==> config.mk <==
export PLATFORM = sky130hd
export DESIGN_NAME = swpmc_top
export DESIGN_NICKNAME = d
export VERILOG_FILES = /design/src/core/swpmc_pkg.sv /design/src/core/swpmc_pulse_gen.sv /design/src/core/swpmc_top.sv
export SDC_FILE = /design/constraint.sdc
export NUM_CORES = 1
export LEC_CHECK = 0
export ABC_AREA = 1
export BUFFER_PORTS_ARGS = -buffer_cell sky130_fd_sc_hd__buf_2
export CAP_MARGIN = 20
export CORE_UTILIZATION = 53
export DETAILED_ROUTE_END_ITERATION = 7
export HOLD_SLACK_MARGIN = 0.06
export PLACE_DENSITY_LB_ADDON = 0.08
export RECOVER_POWER = 50
export SYNTH_ARGS = -nofsm -noshare
export SYNTH_HDL_FRONTEND = slang
export SYNTH_SLANG_ARGS = --single-unit
==> constraint.sdc <==
create_clock -name CLK_SYS -period 9.48 [get_ports CLK_SYS]
set_clock_uncertainty 0.05 [all_clocks]
set_input_delay 1.422 -clock CLK_SYS [delete_from_list [all_inputs] [get_ports CLK_SYS]]
set_output_delay 1.422 -clock CLK_SYS [all_outputs]
set_load 0.1 [all_outputs]
==> src/core/swpmc_pkg.sv <==
// Shared constants and types of the switch power mode controller
package swpmc_pkg;

	// Clock and timing figures
	localparam int unsigned CLK_PERIOD_NS = 10;
	localparam int unsigned ED_PULSE_WIDTH_NS = 120;
	localparam int unsigned ED_PULSE_CYC = (ED_PULSE_WIDTH_NS + CLK_PERIOD_NS - 1) / CLK_PERIOD_NS;
	localparam int unsigned ED_PULSE_PERIOD_NS = 1_000_000_000;
	localparam int unsigned ED_PULSE_PERIOD_CYC = ED_PULSE_PERIOD_NS / CLK_PERIOD_NS;
	localparam int unsigned SLEEP_UNIT_NS = 1_000_000;
	localparam int unsigned SLEEP_UNIT_CYC = SLEEP_UNIT_NS / CLK_PERIOD_NS;

	// Geometry
	localparam int unsigned NPHY = 2;
	localparam int unsigned ADDR_W = 8;

	// Register word indexes; byte address is four times the index
	localparam logic [5:0] IDX_MODE = 6'h0e;
	localparam logic [5:0] IDX_SLEEP = 6'h0f;
	localparam logic [5:0] IDX_PCTL0 = 6'h10;
	localparam logic [5:0] IDX_PCTL1 = 6'h11;
	localparam logic [5:0] IDX_PHYC0 = 6'h12;
	localparam logic [5:0] IDX_PHYC1 = 6'h13;
	localparam logic [5:0] IDX_STATUS = 6'h14;

	// Field positions
	localparam int unsigned MODE_LSB = 3;
	localparam int unsigned PCTL_PD_BIT = 3;
	localparam int unsigned PHYC_PD_BIT = 11;

	// Mode encodings and reset values
	localparam logic [1:0] MODE_NORMAL = 2'h0;
	localparam logic [1:0] MODE_ENERGY = 2'h1;
	localparam logic [1:0] MODE_SOFTPD = 2'h2;
	localparam logic [1:0] MODE_SAVING = 2'h3;
	localparam logic [7:0] SLEEP_RST = 8'h50;

	// Bus answers
	localparam logic [1:0] RESP_OKAY = 2'h0;
	localparam logic [1:0] RESP_SLVERR = 2'h2;

	// Controller states
	typedef enum logic [2:0] {ST_NORMAL, ST_ED_AWAKE, ST_ED_LOW, ST_SOFT_PD, ST_SAVE} swpmc_state_t;

	// Power enables for the gated blocks
	typedef struct packed {
		logic pll_en;
		logic mac_en;
		logic host_en;
		logic [NPHY-1:0] phy_tx_en;
		logic [NPHY-1:0] phy_rx_en;
		logic [NPHY-1:0] phy_ed_en;
	} swpmc_pwr_t;

endpackage : swpmc_pkg

==> src/core/swpmc_pulse_gen.sv <==
// Periodic tick and fixed-width pulse generator
`timescale 1ns/1ns
module swpmc_pulse_gen #(
	parameter int unsigned PERIOD = 16,
	parameter int unsigned WIDTH = 1
) (
	input wire logic clk,
	input wire logic rst,
	input wire logic en,
	output logic tick,
	output logic pulse
);
	logic [31:0] cnt_q;
	logic [31:0] cnt_d;
	logic wrap;

	// Restart from zero whenever disabled so a pulse opens each enable
	assign wrap = (cnt_q == 32'(PERIOD - 1));
	assign cnt_d = (!en || wrap) ? 32'h0 : cnt_q + 32'h1;
	assign tick = en && wrap;
	assign pulse = en && (cnt_q < 32'(WIDTH));

	// Free counter, one period long
	always_ff @(posedge clk or posedge rst) begin
		if (rst) begin
			cnt_q <= 32'h0;
		end else begin
			cnt_q <= cnt_d;
		end
	end
endmodule : swpmc_pulse_gen

==> src/core/swpmc_top.sv <==
// Power mode controller with AXI4-Lite register access
//
// Decided for this implementation: the placing of the registers and the AXI4-Lite slave port.
`timescale 1ns/1ns
// Function
// - Mode field resets to normal after power-up or hardware reset.
// - Normal mode keeps PLL, PHYs, MACs and host interface enabled.
// - From normal mode a host write selects any other mode.
// - Writing 01 enters energy detect mode.
// - Energy detect: no energy longer than sleep setting enters low power.
// - Low power disables everything except the receive energy detector.
// - Low power emits 120 ns pulses once per second.
// - Energy seen in low power returns to normal power state.
// - Writing 10 enters soft power-down.
// - Soft power-down stops PLL clocks, PHYs and MACs.
// - Host access in soft power-down wakes to normal and resets registers.
// - Writing 11 with autonegotiation on and no cable enters power saving.
// - Power saving keeps PLL, MAC, registers and host interface alive.
// - Power saving keeps transmitters on, powers down idle receivers.
// - Power saving restores receiver power when line activity appears.
// - From power saving a host write selects any other mode.
// - Port control bit 3 or PHY control bit 11 powers that PHY down.
module swpmc_top #(
	parameter int unsigned PULSE_PERIOD_CYC = swpmc_pkg::ED_PULSE_PERIOD_CYC,
	parameter int unsigned SLEEP_TICK_CYC = swpmc_pkg::SLEEP_UNIT_CYC
) (
	input wire logic CLK_SYS,
	input wire logic SYS_RST,
	input wire logic [swpmc_pkg::ADDR_W-1:0] S_AXI_AWADDR,
	input wire logic S_AXI_AWVALID,
	output logic S_AXI_AWREADY,
	input wire logic [31:0] S_AXI_WDATA,
	input wire logic [3:0] S_AXI_WSTRB,
	input wire logic S_AXI_WVALID,
	output logic S_AXI_WREADY,
	output logic [1:0] S_AXI_BRESP,
	output logic S_AXI_BVALID,
	input wire logic S_AXI_BREADY,
	input wire logic [swpmc_pkg::ADDR_W-1:0] S_AXI_ARADDR,
	input wire logic S_AXI_ARVALID,
	output logic S_AXI_ARREADY,
	output logic [31:0] S_AXI_RDATA,
	output logic [1:0] S_AXI_RRESP,
	output logic S_AXI_RVALID,
	input wire logic S_AXI_RREADY,
	input wire logic [swpmc_pkg::NPHY-1:0] LINE_ENERGY,
	input wire logic AUTONEG_EN,
	output swpmc_pkg::swpmc_pwr_t PWR_CTL,
	output logic ED_PULSE,
	output logic INT_RST
);
	localparam int unsigned NPHY = swpmc_pkg::NPHY;

	swpmc_pkg::swpmc_state_t st_q;
	swpmc_pkg::swpmc_state_t st_d;
	swpmc_pkg::swpmc_pwr_t pwr_q;
	swpmc_pkg::swpmc_pwr_t pwr_d;
	logic [1:0] mode_q;
	logic [1:0] mode_pend_q;
	logic [7:0] sleep_q;
	logic [NPHY-1:0] pctl_pd_q;
	logic [NPHY-1:0] phyc_pd_q;
	logic [8:0] idle_cnt_q;
	logic soft_rst_q;
	logic ped_q;
	logic aw_hold_q;
	logic w_hold_q;
	logic [swpmc_pkg::ADDR_W-1:0] awaddr_q;
	logic [31:0] wdata_q;
	logic [3:0] wstrb_q;
	logic bvalid_q;
	logic [1:0] bresp_q;
	logic rvalid_q;
	logic [1:0] rresp_q;
	logic [31:0] rdata_q;

	// Word index from a byte address, shared by both channels
	function automatic logic [5:0] reg_index(input logic [swpmc_pkg::ADDR_W-1:0] addr);
		reg_index = addr[swpmc_pkg::ADDR_W-1:2];
	endfunction : reg_index

	// Whether an index names a mapped register
	function automatic logic reg_mapped(input logic [5:0] idx);
		reg_mapped = (idx == swpmc_pkg::IDX_MODE) || (idx == swpmc_pkg::IDX_SLEEP) ||
			(idx == swpmc_pkg::IDX_PCTL0) || (idx == swpmc_pkg::IDX_PCTL1) ||
			(idx == swpmc_pkg::IDX_PHYC0) || (idx == swpmc_pkg::IDX_PHYC1) ||
			(idx == swpmc_pkg::IDX_STATUS);
	endfunction : reg_mapped

	// Host access qualifiers; the bus is closed while host power is off
	logic host_on;
	logic wake;
	logic do_write;
	logic b_done;
	logic ar_take;
	logic [5:0] widx;
	logic [5:0] ridx;
	assign host_on = (st_q != swpmc_pkg::ST_ED_LOW) && (st_q != swpmc_pkg::ST_SOFT_PD);
	assign wake = (st_q == swpmc_pkg::ST_SOFT_PD) && (S_AXI_AWVALID || S_AXI_ARVALID);
	assign do_write = aw_hold_q && w_hold_q && !bvalid_q;
	assign b_done = bvalid_q && S_AXI_BREADY;
	assign ar_take = S_AXI_ARVALID && S_AXI_ARREADY;
	assign widx = reg_index(awaddr_q);
	assign ridx = reg_index(S_AXI_ARADDR);

	// Handshake outputs
	assign S_AXI_AWREADY = host_on && !aw_hold_q;
	assign S_AXI_WREADY = host_on && !w_hold_q;
	assign S_AXI_ARREADY = host_on && !rvalid_q;
	assign S_AXI_BVALID = bvalid_q;
	assign S_AXI_BRESP = bresp_q;
	assign S_AXI_RVALID = rvalid_q;
	assign S_AXI_RRESP = rresp_q;
	assign S_AXI_RDATA = rdata_q;
	assign PWR_CTL = pwr_q;
	assign ED_PULSE = ped_q;
	assign INT_RST = soft_rst_q;

	// Address and data latch in either order, one write outstanding
	always_ff @(posedge CLK_SYS or posedge SYS_RST) begin
		if (SYS_RST) begin
			aw_hold_q <= 1'b0;
			w_hold_q <= 1'b0;
			awaddr_q <= '0;
			wdata_q <= 32'h0;
			wstrb_q <= 4'h0;
		end else begin
			if (S_AXI_AWVALID && S_AXI_AWREADY) begin
				aw_hold_q <= 1'b1;
				awaddr_q <= S_AXI_AWADDR;
			end else if (do_write) begin
				aw_hold_q <= 1'b0;
			end
			if (S_AXI_WVALID && S_AXI_WREADY) begin
				w_hold_q <= 1'b1;
				wdata_q <= S_AXI_WDATA;
				wstrb_q <= S_AXI_WSTRB;
			end else if (do_write) begin
				w_hold_q <= 1'b0;
			end
		end
	end

	// Write response, one cycle after both halves are in
	always_ff @(posedge CLK_SYS or posedge SYS_RST) begin
		if (SYS_RST) begin
			bvalid_q <= 1'b0;
			bresp_q <= swpmc_pkg::RESP_OKAY;
		end else if (do_write) begin
			bvalid_q <= 1'b1;
			bresp_q <= reg_mapped(widx) && (widx != swpmc_pkg::IDX_STATUS) ?
				swpmc_pkg::RESP_OKAY : swpmc_pkg::RESP_SLVERR;
		end else if (b_done) begin
			bvalid_q <= 1'b0;
		end
	end

	// Read data mux, status shows live state and line energy
	logic [31:0] rd_word;
	assign rd_word =
		(ridx == swpmc_pkg::IDX_MODE) ? 32'(mode_q) << swpmc_pkg::MODE_LSB :
		(ridx == swpmc_pkg::IDX_SLEEP) ? 32'(sleep_q) :
		(ridx == swpmc_pkg::IDX_PCTL0) ? 32'(pctl_pd_q[0]) << swpmc_pkg::PCTL_PD_BIT :
		(ridx == swpmc_pkg::IDX_PCTL1) ? 32'(pctl_pd_q[1]) << swpmc_pkg::PCTL_PD_BIT :
		(ridx == swpmc_pkg::IDX_PHYC0) ? 32'(phyc_pd_q[0]) << swpmc_pkg::PHYC_PD_BIT :
		(ridx == swpmc_pkg::IDX_PHYC1) ? 32'(phyc_pd_q[1]) << swpmc_pkg::PHYC_PD_BIT :
		(ridx == swpmc_pkg::IDX_STATUS) ? 32'({LINE_ENERGY, st_q}) : 32'h0;

	// Read channel, answer registered one cycle after the address
	always_ff @(posedge CLK_SYS or posedge SYS_RST) begin
		if (SYS_RST) begin
			rvalid_q <= 1'b0;
			rresp_q <= swpmc_pkg::RESP_OKAY;
			rdata_q <= 32'h0;
		end else if (ar_take) begin
			rvalid_q <= 1'b1;
			rresp_q <= reg_mapped(ridx) ? swpmc_pkg::RESP_OKAY : swpmc_pkg::RESP_SLVERR;
			rdata_q <= rd_word;
		end else if (S_AXI_RVALID && S_AXI_RREADY) begin
			rvalid_q <= 1'b0;
		end
	end

	// Byte lanes carrying each field
	logic wr_mode;
	logic wr_sleep;
	logic [NPHY-1:0] wr_pctl;
	logic [NPHY-1:0] wr_phyc;
	assign wr_mode = do_write && (widx == swpmc_pkg::IDX_MODE) && wstrb_q[0];
	assign wr_sleep = do_write && (widx == swpmc_pkg::IDX_SLEEP) && wstrb_q[0];
	assign wr_pctl[0] = do_write && (widx == swpmc_pkg::IDX_PCTL0) && wstrb_q[0];
	assign wr_pctl[1] = do_write && (widx == swpmc_pkg::IDX_PCTL1) && wstrb_q[0];
	assign wr_phyc[0] = do_write && (widx == swpmc_pkg::IDX_PHYC0) && wstrb_q[1];
	assign wr_phyc[1] = do_write && (widx == swpmc_pkg::IDX_PHYC1) && wstrb_q[1];

	// Config registers; a soft wake returns them to defaults
	always_ff @(posedge CLK_SYS or posedge SYS_RST) begin
		if (SYS_RST) begin
			mode_pend_q <= swpmc_pkg::MODE_NORMAL;
			mode_q <= swpmc_pkg::MODE_NORMAL;
			sleep_q <= swpmc_pkg::SLEEP_RST;
			pctl_pd_q <= '0;
			phyc_pd_q <= '0;
		end else if (wake) begin
			mode_pend_q <= swpmc_pkg::MODE_NORMAL;
			mode_q <= swpmc_pkg::MODE_NORMAL;
			sleep_q <= swpmc_pkg::SLEEP_RST;
			pctl_pd_q <= '0;
			phyc_pd_q <= '0;
		end else begin
			if (wr_mode) begin
				mode_pend_q <= wdata_q[swpmc_pkg::MODE_LSB +: 2];
			end
			// Held back until the response is taken, so the write is never cut off
			if (b_done) begin
				mode_q <= mode_pend_q;
			end
			if (wr_sleep) begin
				sleep_q <= wdata_q[7:0];
			end
			for (int i = 0; i < NPHY; i++) begin
				if (wr_pctl[i]) begin
					pctl_pd_q[i] <= wdata_q[swpmc_pkg::PCTL_PD_BIT];
				end
				if (wr_phyc[i]) begin
					phyc_pd_q[i] <= wdata_q[swpmc_pkg::PHYC_PD_BIT];
				end
			end
		end
	end

	// Timebases: sleep tick while awake in energy detect, beacon while low
	logic sleep_tick;
	logic beacon;
	swpmc_pulse_gen #(
		.PERIOD(SLEEP_TICK_CYC),
		.WIDTH(1)
	) u_sleep_tick (
		.clk(CLK_SYS),
		.rst(SYS_RST),
		.en(st_q == swpmc_pkg::ST_ED_AWAKE),
		.tick(sleep_tick),
		.pulse()
	);
	swpmc_pulse_gen #(
		.PERIOD(PULSE_PERIOD_CYC),
		.WIDTH(swpmc_pkg::ED_PULSE_CYC)
	) u_beacon (
		.clk(CLK_SYS),
		.rst(SYS_RST),
		.en(st_q == swpmc_pkg::ST_ED_LOW),
		.tick(),
		.pulse(beacon)
	);

	// Quiet-line timer; any energy restarts it
	logic line_idle;
	logic sleep_due;
	assign line_idle = ~|LINE_ENERGY;
	assign sleep_due = line_idle && (idle_cnt_q > {1'b0, sleep_q});
	always_ff @(posedge CLK_SYS or posedge SYS_RST) begin
		if (SYS_RST) begin
			idle_cnt_q <= 9'h0;
		end else if (st_q != swpmc_pkg::ST_ED_AWAKE || !line_idle) begin
			idle_cnt_q <= 9'h0;
		end else if (sleep_tick && !idle_cnt_q[8]) begin
			idle_cnt_q <= idle_cnt_q + 9'h1;
		end
	end

	// Mode sequencer
	always_comb begin
		st_d = st_q;
		unique case (st_q)
			swpmc_pkg::ST_NORMAL: begin
				if (mode_q == swpmc_pkg::MODE_ENERGY) begin
					st_d = swpmc_pkg::ST_ED_AWAKE;
				end else if (mode_q == swpmc_pkg::MODE_SOFTPD) begin
					st_d = swpmc_pkg::ST_SOFT_PD;
				end else if (mode_q == swpmc_pkg::MODE_SAVING && AUTONEG_EN && line_idle) begin
					st_d = swpmc_pkg::ST_SAVE;
				end
			end
			swpmc_pkg::ST_ED_AWAKE: begin
				if (mode_q != swpmc_pkg::MODE_ENERGY) begin
					st_d = swpmc_pkg::ST_NORMAL;
				end else if (sleep_due) begin
					st_d = swpmc_pkg::ST_ED_LOW;
				end
			end
			swpmc_pkg::ST_ED_LOW: begin
				if (!line_idle) begin
					st_d = swpmc_pkg::ST_ED_AWAKE;
				end
			end
			swpmc_pkg::ST_SOFT_PD: begin
				if (wake) begin
					st_d = swpmc_pkg::ST_NORMAL;
				end
			end
			swpmc_pkg::ST_SAVE: begin
				if (mode_q != swpmc_pkg::MODE_SAVING) begin
					st_d = swpmc_pkg::ST_NORMAL;
				end
			end
			default: st_d = swpmc_pkg::ST_NORMAL;
		endcase
	end

	// Gate decode; per-port power-down overrides every mode
	logic [NPHY-1:0] port_pd;
	logic full_on;
	assign port_pd = pctl_pd_q | phyc_pd_q;
	assign full_on = (st_q == swpmc_pkg::ST_NORMAL) || (st_q == swpmc_pkg::ST_ED_AWAKE);
	always_comb begin
		pwr_d.pll_en = full_on || (st_q == swpmc_pkg::ST_SAVE);
		pwr_d.mac_en = full_on || (st_q == swpmc_pkg::ST_SAVE);
		pwr_d.host_en = host_on;
		for (int i = 0; i < NPHY; i++) begin
			pwr_d.phy_tx_en[i] = !port_pd[i] && (full_on || st_q == swpmc_pkg::ST_SAVE);
			pwr_d.phy_rx_en[i] = !port_pd[i] && (full_on ||
				(st_q == swpmc_pkg::ST_SAVE && LINE_ENERGY[i]));
			pwr_d.phy_ed_en[i] = !port_pd[i] && (st_q == swpmc_pkg::ST_ED_LOW);
		end
	end

	// State, gates, beacon and internal reset pulse
	always_ff @(posedge CLK_SYS or posedge SYS_RST) begin
		if (SYS_RST) begin
			st_q <= swpmc_pkg::ST_NORMAL;
			pwr_q <= '0;
			ped_q <= 1'b0;
			soft_rst_q <= 1'b0;
		end else begin
			st_q <= st_d;
			pwr_q <= pwr_d;
			ped_q <= beacon;
			soft_rst_q <= wake;
		end
	end

	// Helper: length of the current beacon pulse
	logic [7:0] plen_q;
	always_ff @(posedge CLK_SYS or posedge SYS_RST) begin
		if (SYS_RST) begin
			plen_q <= 8'h0;
		end else begin
			plen_q <= ped_q ? plen_q + 8'h1 : 8'h0;
		end
	end
endmodule : swpmc_top

Yosys cells after proc, flatten, opt, wreduce, memory -nomap -nowiden. Cells that the tools add are included.

Muxes and demuxes: 41. Reductions and logical operators: 84. $lt $le $gt $ge: 2. Add/sub/neg operators: 3. Eq/ne operators: 34. Bitwise logic cells: 1.

Operators by type and width (number): $mux 12 (6); $add 32x1->32 const B (2); $mux 32 (2); $eq 6x5->1 const B (10); $logic_and 1x1->1 (39); $eq 32x17->1 const B (1); $eq 32x27->1 const B (1); $lt 32x4->1 const B (1); $eq 6x4->1 const B (4); $mux 3 (8); $reduce_bool 2->1 (12); $logic_or 1x1->1 (20); $mux 9 (2); $mux 2 (8); $mux 8 (2); $pmux 3 s5 (1); $mux 1 (11); $logic_not 1->1 (10); $add 9x1->9 const B (1); $gt 9x8->1 (1); $ne 2x2->1 const B (4); $eq 3x2->1 const B (2); $ne 3x2->1 const B (2); $ne 6x5->1 const B (1); other kinds (13) (14).

Input port bits: 62. Register bits after elaboration: 164. Output and inout bits: 52. Word-level logic and storage cells: 193.

Logic depth before layout (Yosys ltp). Gate-level depths: netlist of run 1.

Depth in word-level cells: 9. Mapped depth: 13. Mapped depth without buffers: 13.

Modules after synthesis. A second synthesis of run 1 with hierarchy kept.

Cell total of the unflattened synthesis: 1070. Area total of the unflattened synthesis: 7890.1 µm².

Modules (own cells, without submodules): swpmc_top (cells each 423, seq. area each 1754.2 µm², area an instance 3708.6 µm², instances 1); swpmc_pulse_gen (u_sleep_tick) (cells each 333, seq. area each 800.8 µm², area an instance 2125.8 µm², instances 1); swpmc_pulse_gen (u_beacon) (cells each 314, seq. area each 800.8 µm², area an instance 2055.7 µm², instances 1).

Worst setup path before layout of run 1. No wires, ideal clock.

Path kind: register to output. From: register rvalid_q (netlist: S_AXI_RVALID). To: output S_AXI_ARREADY. Path buffers: 0. Stages on the path, launching flop included: 2. Required time: 8.008 ns. Path slack: 6.272 ns. Data arrival time: 1.736 ns. Path through: dfrtp_1 > nor2_2.

Word-level cells in the longest chain between the ends: 2.

RTL lines: from (decl) (RTL line swpmc_top.sv:73) `logic rvalid_q;`; from (signal assigned) (RTL line swpmc_top.sv:172) `rvalid_q <= 1'b0;`; from (signal assigned) (RTL line swpmc_top.sv:176) `rvalid_q <= 1'b1;`; from (signal assigned) (RTL line swpmc_top.sv:180) `rvalid_q <= 1'b0;`; $logic_not 1->1 (RTL line swpmc_top.sv:109) `assign S_AXI_ARREADY = host_on && !rvalid_q;`; $logic_and 1x1->1 (RTL line swpmc_top.sv:109); to (decl) (RTL line swpmc_top.sv:41) `output logic S_AXI_ARREADY,`.

Every way passes these cells.

Final worst setup path of run 1.
From: register u_sleep_tick.cnt_q[24]. To: register u_sleep_tick.cnt_q[23].

Word-level cells in the longest chain between the ends: 3.

RTL lines: from (decl) (RTL line swpmc_pulse_gen.sv:13) `logic [31:0] cnt_q;`; from (signal assigned) (RTL line swpmc_pulse_gen.sv:28) `cnt_q <= cnt_d;`; $eq 32x17->1 (RTL line swpmc_pulse_gen.sv:18) `assign wrap = (cnt_q == 32'(PERIOD - 1));`; $logic_or 1x1->1 (RTL line swpmc_pulse_gen.sv:19) `assign cnt_d = (!en || wrap) ? 32'h0 : cnt_q + 32'h1;`; $mux 32 (RTL line swpmc_pulse_gen.sv:19); named net u_sleep_tick.cnt_d[23] (RTL line swpmc_pulse_gen.sv:14) `logic [31:0] cnt_d;`.

The timed path passes the listed nets, and every way through them passes these cells. A chain may end at the register's enable or synchronous reset.

==> impl_metrics.env, run 1 <==
export IMPL_outcome="complete, but fails checks"
export IMPL_violations="max-capacitance violations, max-slew violations"
export IMPL_setup_violations_final=0
export IMPL_ys_seq_area_frac=0.4422
export IMPL_grt_max_degree=70
export IMPL_reg2reg_setup_slack_ns=5.17
export IMPL_synth_cell_types=42
export IMPL_placed_cells=1169
export IMPL_drc=0
export IMPL_report_final_slew_viol_count=100
export IMPL_min_delay_path_depth=1
export IMPL_r2r_start="u_sleep_tick.cnt_q[24]"
export IMPL_post_drt_wl_per_cell_um=14.27
export IMPL_clk_pin_slew_ns=0.06
export IMPL_hold_viol=0
export IMPL_ant_nets=0
export IMPL_die_area_um2=14800
export IMPL_crit_start="u_sleep_tick.cnt_q[24]"
export IMPL_min_delay_start="phyc_pd_q[1]"
export IMPL_cts_tree="yes"
export IMPL_period_share=0.4545
export IMPL_die_x_um=121.7
export IMPL_grt_pass1_vias=6077
export IMPL_cts_resized=0
export IMPL_worstPathMaxFanout=32
export IMPL_dpl_worst_slack_ns=6.513
export IMPL_synth_edf_count=0
export IMPL_cts_sink_count=134
export IMPL_post_route_cell_area_um2=8386
export IMPL_synth_top_flop_cell="dfrtp_1"
export IMPL_grt_overflow=0
export IMPL_vias=6248
export IMPL_required_ns=9.59
export IMPL_io_pins=114
export IMPL_insertion_delay_ns=0.43
export IMPL_place_congestion=0.8996
export IMPL_final_common_cell="nand2_1"
export IMPL_p_total_mw=2.085
export IMPL_area_delta_synth_final_pct=10.50
export IMPL_start_kind="flop"
export IMPL_drive_above_1_share=0.1136
export IMPL_fin_nets=1084
export IMPL_viasPerCell=5.202
export IMPL_worstMarginPinSlew_ns=3.485
export IMPL_diodes=0
export IMPL_maxCapViolCount=2
export IMPL_drtPass1Iterations=5
export IMPL_end_kind="flop"
export IMPL_post_route_util=0.6018
export IMPL_cts_max_path_buffers=2
export IMPL_total_leakage_power_nw=3.845
export IMPL_rr_endpoint="u_sleep_tick.cnt_q[23]"
export IMPL_syn_inst=944
export IMPL_cts_buffers_inserted=17
export IMPL_core_area_um2=13930
export IMPL_antenna_found_initial=0
export IMPL_grt_pass1_wl_um=29300
export IMPL_worst_r2r_cell_count=5
export IMPL_fin_ws_ns=5.172
export IMPL_drt_initial_drc_count=322
export IMPL_yosysWarnings=0
export IMPL_vdd_drop_max_mv=0.2861
export IMPL_start_util=0.5446
export IMPL_hpwl_um=12650
export IMPL_powerDensity_nw_per_um2=248.6
export IMPL_fmax_mhz=232.1
export IMPL_synth_avg_cell_area_um2=8.039
export IMPL_cts_hold_repair_buffers=0
export IMPL_postSynthRegisterBits=134
export IMPL_cts_root_buffer="clkbuf_16"
export IMPL_fillers=1330
export IMPL_rsz0062_at_grt="no"
export IMPL_final_cells=1201
export IMPL_htree_levels=4
export IMPL_relSlewSlack=-1.348
export IMPL_routed_wl_um=17140
export IMPL_rows=43
export IMPL_min_to="PWR_CTL[1]"
export IMPL_die_h_um=121.7
export IMPL_hold_class="flop to flop"
export IMPL_grt_use_total=0.2569
export IMPL_cp_arrival_ns=4.42
export IMPL_ys_async_sr_fraction=1.000
export IMPL_tns_ns=0
export IMPL_post_cts_buffers=0
export IMPL_final_cell_mix="183 x nand2_1, 145 x nor2_1, 132 x dfrtp_1, 122 x inv_1"
export IMPL_port_buffers=59
export IMPL_dpl_instance_area_um2=7889
export IMPL_worstSetupPathType="flop to flop"
export IMPL_fin_crit_ns=4.308
export IMPL_synth_area_um2=7589
export IMPL_whs_ns=0.3813
-- cells by family (layout without fill, tap and decap cells) --
kind of cell	after synthesis	after routing	synth area share
muxes	12	12	0.02028
adders and majority gates	14	14	0.02308
buffers and inverters	164	217	0.1044
other	1	25	0.0004942
DFF	134	134	0.4422
xor gates and xnor gates	50	50	0.05771
and+or+nand+nor	497	497	0.2961
AOI/OAI and AO/OA	72	72	0.05573
-- routing by layer --
metal / vias to the layer above / routed length (um) / global-route usage
met5: - / 0 / 0
met4: 0 / 496 / 0.1119
met3: 39 / 773 / 0.05946
met2: 156 / 7659 / 0.3952
met1: 2934 / 8205 / 0.3468
li1: 3119 / - / -
-- worst max-delay path, stage by stage (launching register included) --
cell and delay [ns]:
dfrtp_1 0.44, or2_0 0.22, nor3_1 0.28, nand3_1 0.24
o21ai_0 2.63, nor2_1 0.16
-- power breakdown --
group | total, mW | internal, mW | leakage, nW | switching (mW)
Sequential | 0.749 | 0.678 | 1.77 | 0.0716
Clock | 0.663 | 0.392 | 0.286 | 0.271
Combinational | 0.672 | 0.136 | 1.79 | 0.536
Total | 2.08 | 1.21 | 3.85 | 0.879
-- synthesized netlist by cell type (4+ instances only) --
library cell / instances / area, um^2
a21oi_1: 17 / 85.08
buf_4: 26 / 195.2
buf_6: 10 / 112.6
dfrtp_1: 132 / 3303
ha_1: 14 / 175.2
inv_1: 122 / 457.9
mux2_2: 7 / 78.83
mux2_4: 5 / 75.07
nand2_1: 177 / 664.4
nand2_2: 5 / 31.28
nand3_1: 56 / 280.3
nand3b_1: 4 / 30.03
nand4_1: 28 / 175.2
nor2_1: 142 / 533.0
nor2_2: 5 / 31.28
nor3_1: 52 / 260.3
nor3_2: 5 / 50.05
nor3b_1: 5 / 37.54
nor4_1: 5 / 31.28
o21ai_0: 38 / 190.2
xnor2_1: 8 / 70.07
xor2_1: 42 / 367.9
-- state kept, by name, summed over array words and instances, names as in the netlist, 2 cells and up --
name,cells
mode_pend_q,2
phyc_pd_q,2
PWR_CTL,8
u_sleep_tick.cnt_q,32
st_q,3
sleep_q,8
u_beacon.cnt_q,32
awaddr_q,6
mode_q,2
pctl_pd_q,2
idle_cnt_q,9
wdata_q,9
S_AXI_RDATA,9
wstrb_q,2
-- area by class of cell --
| type | instances | area [um^2] | area share |
|---|---|---|---|
| clock inverters | 15 | 163.9 | 0.01955 |
| flip-flops and latches | 134 | 3356 | 0.4002 |
| well taps | 180 | 225.2 | 0.02686 |
| clock buffers | 17 | 425.4 | 0.05073 |
| multi-input cells | 670 | 3445 | 0.4108 |
| inverters | 125 | 470.5 | 0.05610 |
| repair buffers | 60 | 300.3 | 0.03581 |
-- worst max path at each step --
stage / end
detailed placement: S_AXI_BRESP[1]
CTS: S_AXI_AWREADY
global route: u_sleep_tick.cnt_q[25]
global placement: S_AXI_BRESP[1]
floorplan: ED_PULSE
finish: u_sleep_tick.cnt_q[23]
Note: power is estimated with default switching activity, not from simulation.
==> run 2: changes to the inputs <==
- CORE_UTILIZATION: 53 -> 52
- clock period: 9.48 -> 3.8 ns (I/O delays scaled with it)
==> run 2 against run 1 <==
Net effect:
- the flow still finishes with violations (max-capacitance violations, max-slew violations)
- core utilization is essentially flat
- setup slack worse by 4.2 ns
- power increased by 150%
- non-clock buffer count grew 1
- combinational power rose to 2.6 times the previous value
- design area up 0.76%
- wire length shrank 2.5%
- register-to-register slack got worse by 3.5 ns
- sequential share of layout area down 0.30 points
- sequential power is 150% higher
- critical path type is now flop to output port
- largest cell class unchanged
- highest routed layer unchanged
==> impl_metrics.env, run 2 (synthesis results as in run 1) <==
export IMPL_outcome="complete, but fails checks"
export IMPL_violations="max-capacitance violations, max-slew violations"
export IMPL_final_common_cell="nand2_1"
export IMPL_diodes=0
export IMPL_die_area_um2=15080
export IMPL_fin_ws_ns=1.015
export IMPL_relSlewSlack=-0.1401
export IMPL_port_buffers=59
export IMPL_cts_resized=0
export IMPL_hold_class="input pin to flop"
export IMPL_viasPerCell=5.158
export IMPL_start_util=0.5404
export IMPL_cts_max_path_buffers=2
export IMPL_period_share=0.7329
export IMPL_vias=6200
export IMPL_grt_pass1_vias=5927
export IMPL_critPathBufInv=1
export IMPL_clk_pin_slew_ns=0.06
export IMPL_die_h_um=122.8
export IMPL_worstMarginPinSlew_ns=1.701
export IMPL_hold_viol=0
export IMPL_cp_arrival_ns=2.16
export IMPL_fin_crit_ns=2.785
export IMPL_drc=0
export IMPL_htree_levels=4
export IMPL_required_ns=3.18
export IMPL_cpMaxStageDelayCell="dfrtp_1"
export IMPL_place_congestion=0.9782
export IMPL_fmax_mhz=359.1
export IMPL_rsz0062_at_grt="no"
export IMPL_end_kind="output port"
export IMPL_grt_max_degree=57
export IMPL_cts_tree="yes"
export IMPL_grt_overflow=0
export IMPL_cts_buffers_inserted=17
export IMPL_fin_nets=1085
export IMPL_worstSetupPathType="flop to output port"
export IMPL_io_pins=114
export IMPL_path_cells="nor2_1, nand2_1, nand2_1, nor2_1, buf_2"
export IMPL_start_kind="flop"
export IMPL_worstPathMaxFanout=6
export IMPL_cts_sink_count=134
export IMPL_top_regs="u_beacon.cnt_q (32), u_sleep_tick.cnt_q (32)"
export IMPL_drive_above_1_share=0.1272
export IMPL_insertion_delay_ns=0.42
export IMPL_routed_wl_um=16710
export IMPL_crit_family="simple AND/OR/NAND/NOR gates"
export IMPL_fillers=1335
export IMPL_slowest_delay_ns=0.48
export IMPL_core_area_um2=14040
export IMPL_dpl_worst_slack_ns=1.571
export IMPL_rows=43
export IMPL_dpl_instance_area_um2=7920
export IMPL_cts_root_buffer="clkbuf_16"
export IMPL_area_delta_synth_final_pct=11.34
export IMPL_post_drt_wl_per_cell_um=13.90
export IMPL_ant_nets=0
export IMPL_die_x_um=122.8
export IMPL_report_final_slew_viol_count=38
export IMPL_total_leakage_power_nw=3.882
export IMPL_vdd_drop_max_mv=0.7125
export IMPL_grt_pass1_wl_um=28210
export IMPL_grt_use_total=0.2423
export IMPL_post_cts_buffers=0
export IMPL_cts_hold_repair_buffers=0
export IMPL_tns_ns=0
export IMPL_powerDensity_nw_per_um2=613.2
export IMPL_drtPass1Iterations=5
export IMPL_setup_violations_final=0
export IMPL_drt_initial_drc_count=503
export IMPL_antenna_found_initial=0
export IMPL_hpwl_um=12590
export IMPL_final_cell_mix="180 x nand2_1, 144 x nor2_1, 132 x dfrtp_1, 123 x inv_1, 59 x buf_2"
export IMPL_post_route_cell_area_um2=8449
export IMPL_maxCapViolCount=1
==> run 2: changes by cell type in the layout (fill, tap and decap cells not counted), sizes merged <==
cell,before,now
buf,58,60
bufinv,2,1
clkinv,5,6
inv,130,129
==> run 2: final timing paths <==
kind | slack, ns | end | startpoint | cells after the start
min in group asynchronous | 0.51 | u_sleep_tick.cnt_q[27] | SYS_RST | 2
max reg2reg | 1.63 | u_beacon.cnt_q[26] | u_beacon.cnt_q[0] | 8
max in group asynchronous | 1.20 | u_beacon.cnt_q[2] | SYS_RST | 3
max | 1.02 | S_AXI_AWREADY | st_q[0] | 5
min | 0.27 | S_AXI_RVALID | S_AXI_RREADY | 2
min reg2reg | 0.38 | PWR_CTL[1] | phyc_pd_q[1] | 1
==> run 2: per-stage QoR <==
step                      std cells  hold slack (ns)    util  total power, mW
after floorplan                 968           0.3582       -            3.367
after global placement         1170           0.3689  0.5640            3.609
after detailed placement       1170           0.3774  0.5640            3.631
after CTS                      1202           0.2540  0.6053            5.247
after global routing           1202           0.2816  0.6017            5.445
final                          1202           0.2688  0.6017            5.181
==> run 2: area by class of cell <==
| class | count | area [um^2] | share of cell area |
|---|---|---|---|
| Timing Repair Buffer | 61 | 320.3 | 0.03791 |
| Inverter | 125 | 470.5 | 0.05568 |
| Clock inverter | 14 | 140.1 | 0.01659 |
| Sequential cell | 134 | 3356 | 0.3972 |
| Multi-Input combinational cell | 670 | 3498 | 0.4140 |
| Clock buffer | 18 | 439.2 | 0.05198 |
| Tap cell | 180 | 225.2 | 0.02665 |
==> run 2: worst register-to-register path, stage by stage, from the launching register on <==
cell	delay, ns
dfrtp_1	0.41
ha_1	0.21
inv_1	0.08
nor2_2	0.14
nand2_1	0.14
inv_1	0.14
nand3_2	0.10
o21bai_4	0.61
nor2_1	0.13
==> run 2: report_power, final <==
part	internal, mW	leakage, nW	total [mW]	switching (mW)
combinational	0.370	1.83	1.72	1.35
sequential	1.69	1.77	1.86	0.172
clock	0.933	0.280	1.60	0.669
total	2.99	3.88	5.18	2.19
==> run 2: per-layer routing <==
metal	global-route usage	vias to the layer above	share of wire
met2	0.3957	161	0.48
li1	-	3119	-
met5	0	-	0
met4	0.06479	0	0.0090
met3	0.05019	14	0.043
met1	0.3265	2906	0.47
==> run 3: changes to the inputs <==
- ABC_AREA: 1 -> 0
- CORE_UTILIZATION: 52 -> 51
- clock period: 3.8 -> 2.4 ns (I/O delays scaled with it)
==> run 3 against run 2 <==
Net effect:
- the flow now finishes without violations
- worst hold slack got worse by 0.16 ns
- sequential power increased by 65%
- global-route usage decreased by 1.5 points
- sequential share of layout area increased by 1.9 points
- wire length decreased by 12%
- final cell count decreased by 19%
- register-to-register slack got worse by 1.6 ns
- area after synthesis decreased by 9.6%
- critical endpoint is now idle_cnt_q[7]
==> impl_metrics.env, run 3 <==
export IMPL_outcome="finished clean"
export IMPL_ant_nets=0
export IMPL_grt_use_total=0.2276
export IMPL_powerDensity_nw_per_um2=1041
export IMPL_post_drt_wl_per_cell_um=15.14
export IMPL_yosysTopAreaCell="dfrtp_1"
export IMPL_ys_top_cells_by_area="dfrtp_1 48%, xor2_1 5.4%, nor2_1 5.2%"
export IMPL_worstPathMaxFanout=4
export IMPL_cts_root_buffer="clkbuf_16"
export IMPL_drtPass1Iterations=5
export IMPL_required_ns=2.68
export IMPL_start_util=0.5199
export IMPL_clk_pin_slew_ns=0.06
export IMPL_setup_violations_final=0
export IMPL_ys_seq_area_frac=0.4893
export IMPL_whs_ns=0.1091
export IMPL_rows=42
export IMPL_drc=0
export IMPL_port_buffers=59
export IMPL_period_share=0.9809
export IMPL_area_sequential_um2=3356
export IMPL_synth_area_um2=6858
export IMPL_die_x_um=118.0
export IMPL_core_area_um2=13190
export IMPL_min_delay_path_depth=3
export IMPL_total_leakage_power_nw=3.541
export IMPL_drt_initial_drc_count=288
export IMPL_report_final_slew_viol_count=0
export IMPL_vias=5229
export IMPL_routed_wl_um=14700
export IMPL_rsz0062_at_grt="no"
export IMPL_end_kind="flop"
export IMPL_diodes=0
export IMPL_ys_async_sr_fraction=1.000
export IMPL_insertion_delay_ns=0.41
export IMPL_fin_nets=858
export IMPL_synth_edf_count=0
export IMPL_fmax_mhz=424.8
export IMPL_maxCapViolCount=0
export IMPL_place_congestion=0.8542
export IMPL_relSlewSlack=0.2260
export IMPL_synth_top_flop_cell="dfrtp_1"
export IMPL_htree_levels=4
export IMPL_start_kind="flop"
export IMPL_area_delta_synth_final_pct=17.46
export IMPL_synth_top_area_share=0.4817
export IMPL_grt_pass1_wl_um=25050
export IMPL_grt_pass1_vias=5187
export IMPL_vdd_drop_max_mv=0.6176
export IMPL_synth_avg_cell_area_um2=9.797
export IMPL_yosysMostFrequentCell="dfrtp_1"
export IMPL_cts_sink_count=134
export IMPL_cp_arrival_ns=2.63
export IMPL_syn_inst=700
export IMPL_worst_r2r_cell_count=5
export IMPL_synth_cell_types=55
export IMPL_antenna_found_initial=0
export IMPL_cts_buffers_inserted=17
export IMPL_hold_class="input pin to flop"
export IMPL_p_total_mw=8.383
export IMPL_hpwl_um=10380
export IMPL_io_pins=114
export IMPL_drive_above_1_share=0.1962
export IMPL_die_h_um=118.0
export IMPL_fillers=1122
export IMPL_multi_input_area_um2=3218
export IMPL_die_area_um2=13910
export IMPL_yosysWarnings=0
export IMPL_worstMarginPinSlew_ns=1.166
export IMPL_final_common_cell="dfrtp_1"
export IMPL_yosys_top_cells_count="132 x dfrtp_1, 95 x nor2_1, 50 x nand2_1"
export IMPL_postSynthRegisterBits=134
export IMPL_final_cell_mix="132 x dfrtp_1, 92 x nor2_1, 58 x buf_2, 50 x nand2_1, 42 x xor2_1"
export IMPL_cts_max_path_buffers=2
export IMPL_hold_viol=0
export IMPL_top_regs="u_beacon.cnt_q (32), u_sleep_tick.cnt_q (32)"
export IMPL_grt_overflow=0
export IMPL_fin_crit_ns=2.354
export IMPL_worstSetupPathType="flop to flop"
export IMPL_viasPerCell=5.385
export IMPL_grt_max_degree=81
export IMPL_cts_tree="yes"
## run 3: cell count changes after synthesis, moves of 19 or more
cell / change
clkbuf_1: +24
inv_1: -93
nand2_1: -127
nand3_1: -25
nor2_1: -47
nor3_1: -32
o21ai_0: -19
## run 3: final timing paths
check / from / endpoint / slack, ns
min in group asynchronous: SYS_RST / aw_hold_q / 0.45
max in group asynchronous: SYS_RST / sleep_q[5] / 0.35
min reg2reg: S_AXI_RDATA[7] / S_AXI_RDATA[7] / 0.43
max: u_sleep_tick.cnt_q[23] / idle_cnt_q[7] / 0.05
max reg2reg: u_sleep_tick.cnt_q[23] / idle_cnt_q[7] / 0.05
min: S_AXI_AWADDR[2] / awaddr_q[2] / 0.11
## run 3: critical path, cell delays in order (launching register included)
cell and delay (ns):
dfrtp_1 0.37, or4_4 0.53, nand4b_4 0.19, or4_4 0.45
or4_1 0.51, a21oi_1 0.16
## run 3: stage by stage
step           setup WS [ns]  instances  cell area (um^2)  setup TNS [ns]    util
6_report             0.04581        971              8055               0  0.6107
5_1_grt            0.0002993        971              8055               0  0.6107
4_1_cts              0.02145        971              8060               0  0.6111
3_5_place_dp        0.002741        937              7427               0  0.5631
3_3_place_gp         0.03105        937              7427               0  0.5631
2_1_floorplan        -0.3093        724              6959          -4.342       -
## run 3: report_power, final
group / internal, mW / switching [mW] / total, mW
clock network: 1.73 / 0.937 / 2.67
registers: 2.69 / 0.364 / 3.06
logic: 0.695 / 1.96 / 2.66
## run 3: kinds of logic after synthesis
| group | after synthesis | synth area share |
|---|---|---|
| AOI/OAI and AO/OA | 71 | 0.06605 |
| xor gates and xnor gates | 58 | 0.07407 |
| adders and majority gates | 14 | 0.02554 |
| buffers and inverters | 80 | 0.05820 |
| DFF | 134 | 0.4893 |
| muxes | 30 | 0.04689 |
| other | 1 | 0.0005468 |
| and+or+nand+nor | 312 | 0.2394 |
## run 3: per-layer routing
metal / vias up / GRT usage / wire, um
met5: - / 0 / 0
met4: 0 / 0.08413 / 177
met3: 11 / 0.04748 / 427
met2: 85 / 0.3636 / 7110
met1: 2581 / 0.3058 / 6985
li1: 2552 / - / -
## run 3: timing repair
action | 4_1_cts | 5_1_grt
cloned | 0 | 0
setup endpoints to repair | 2 | 3
setup buffers | 0 | 0
hold buffers | 2 | 0
pin swaps | 0 | 2
gates resized for setup | 1 | 3
hold endpoints to repair | 12 | 0
## run 3: area by class of cell
class / count / share of cell area
Inverter: 29 / 0.01367
Clock buffer: 22 / 0.06011
Tap cell: 176 / 0.02734
Sequential cell: 134 / 0.4166
Timing Repair Buffer: 90 / 0.06726
Multi-Input combinational cell: 510 / 0.3995
Clock inverter: 10 / 0.01553
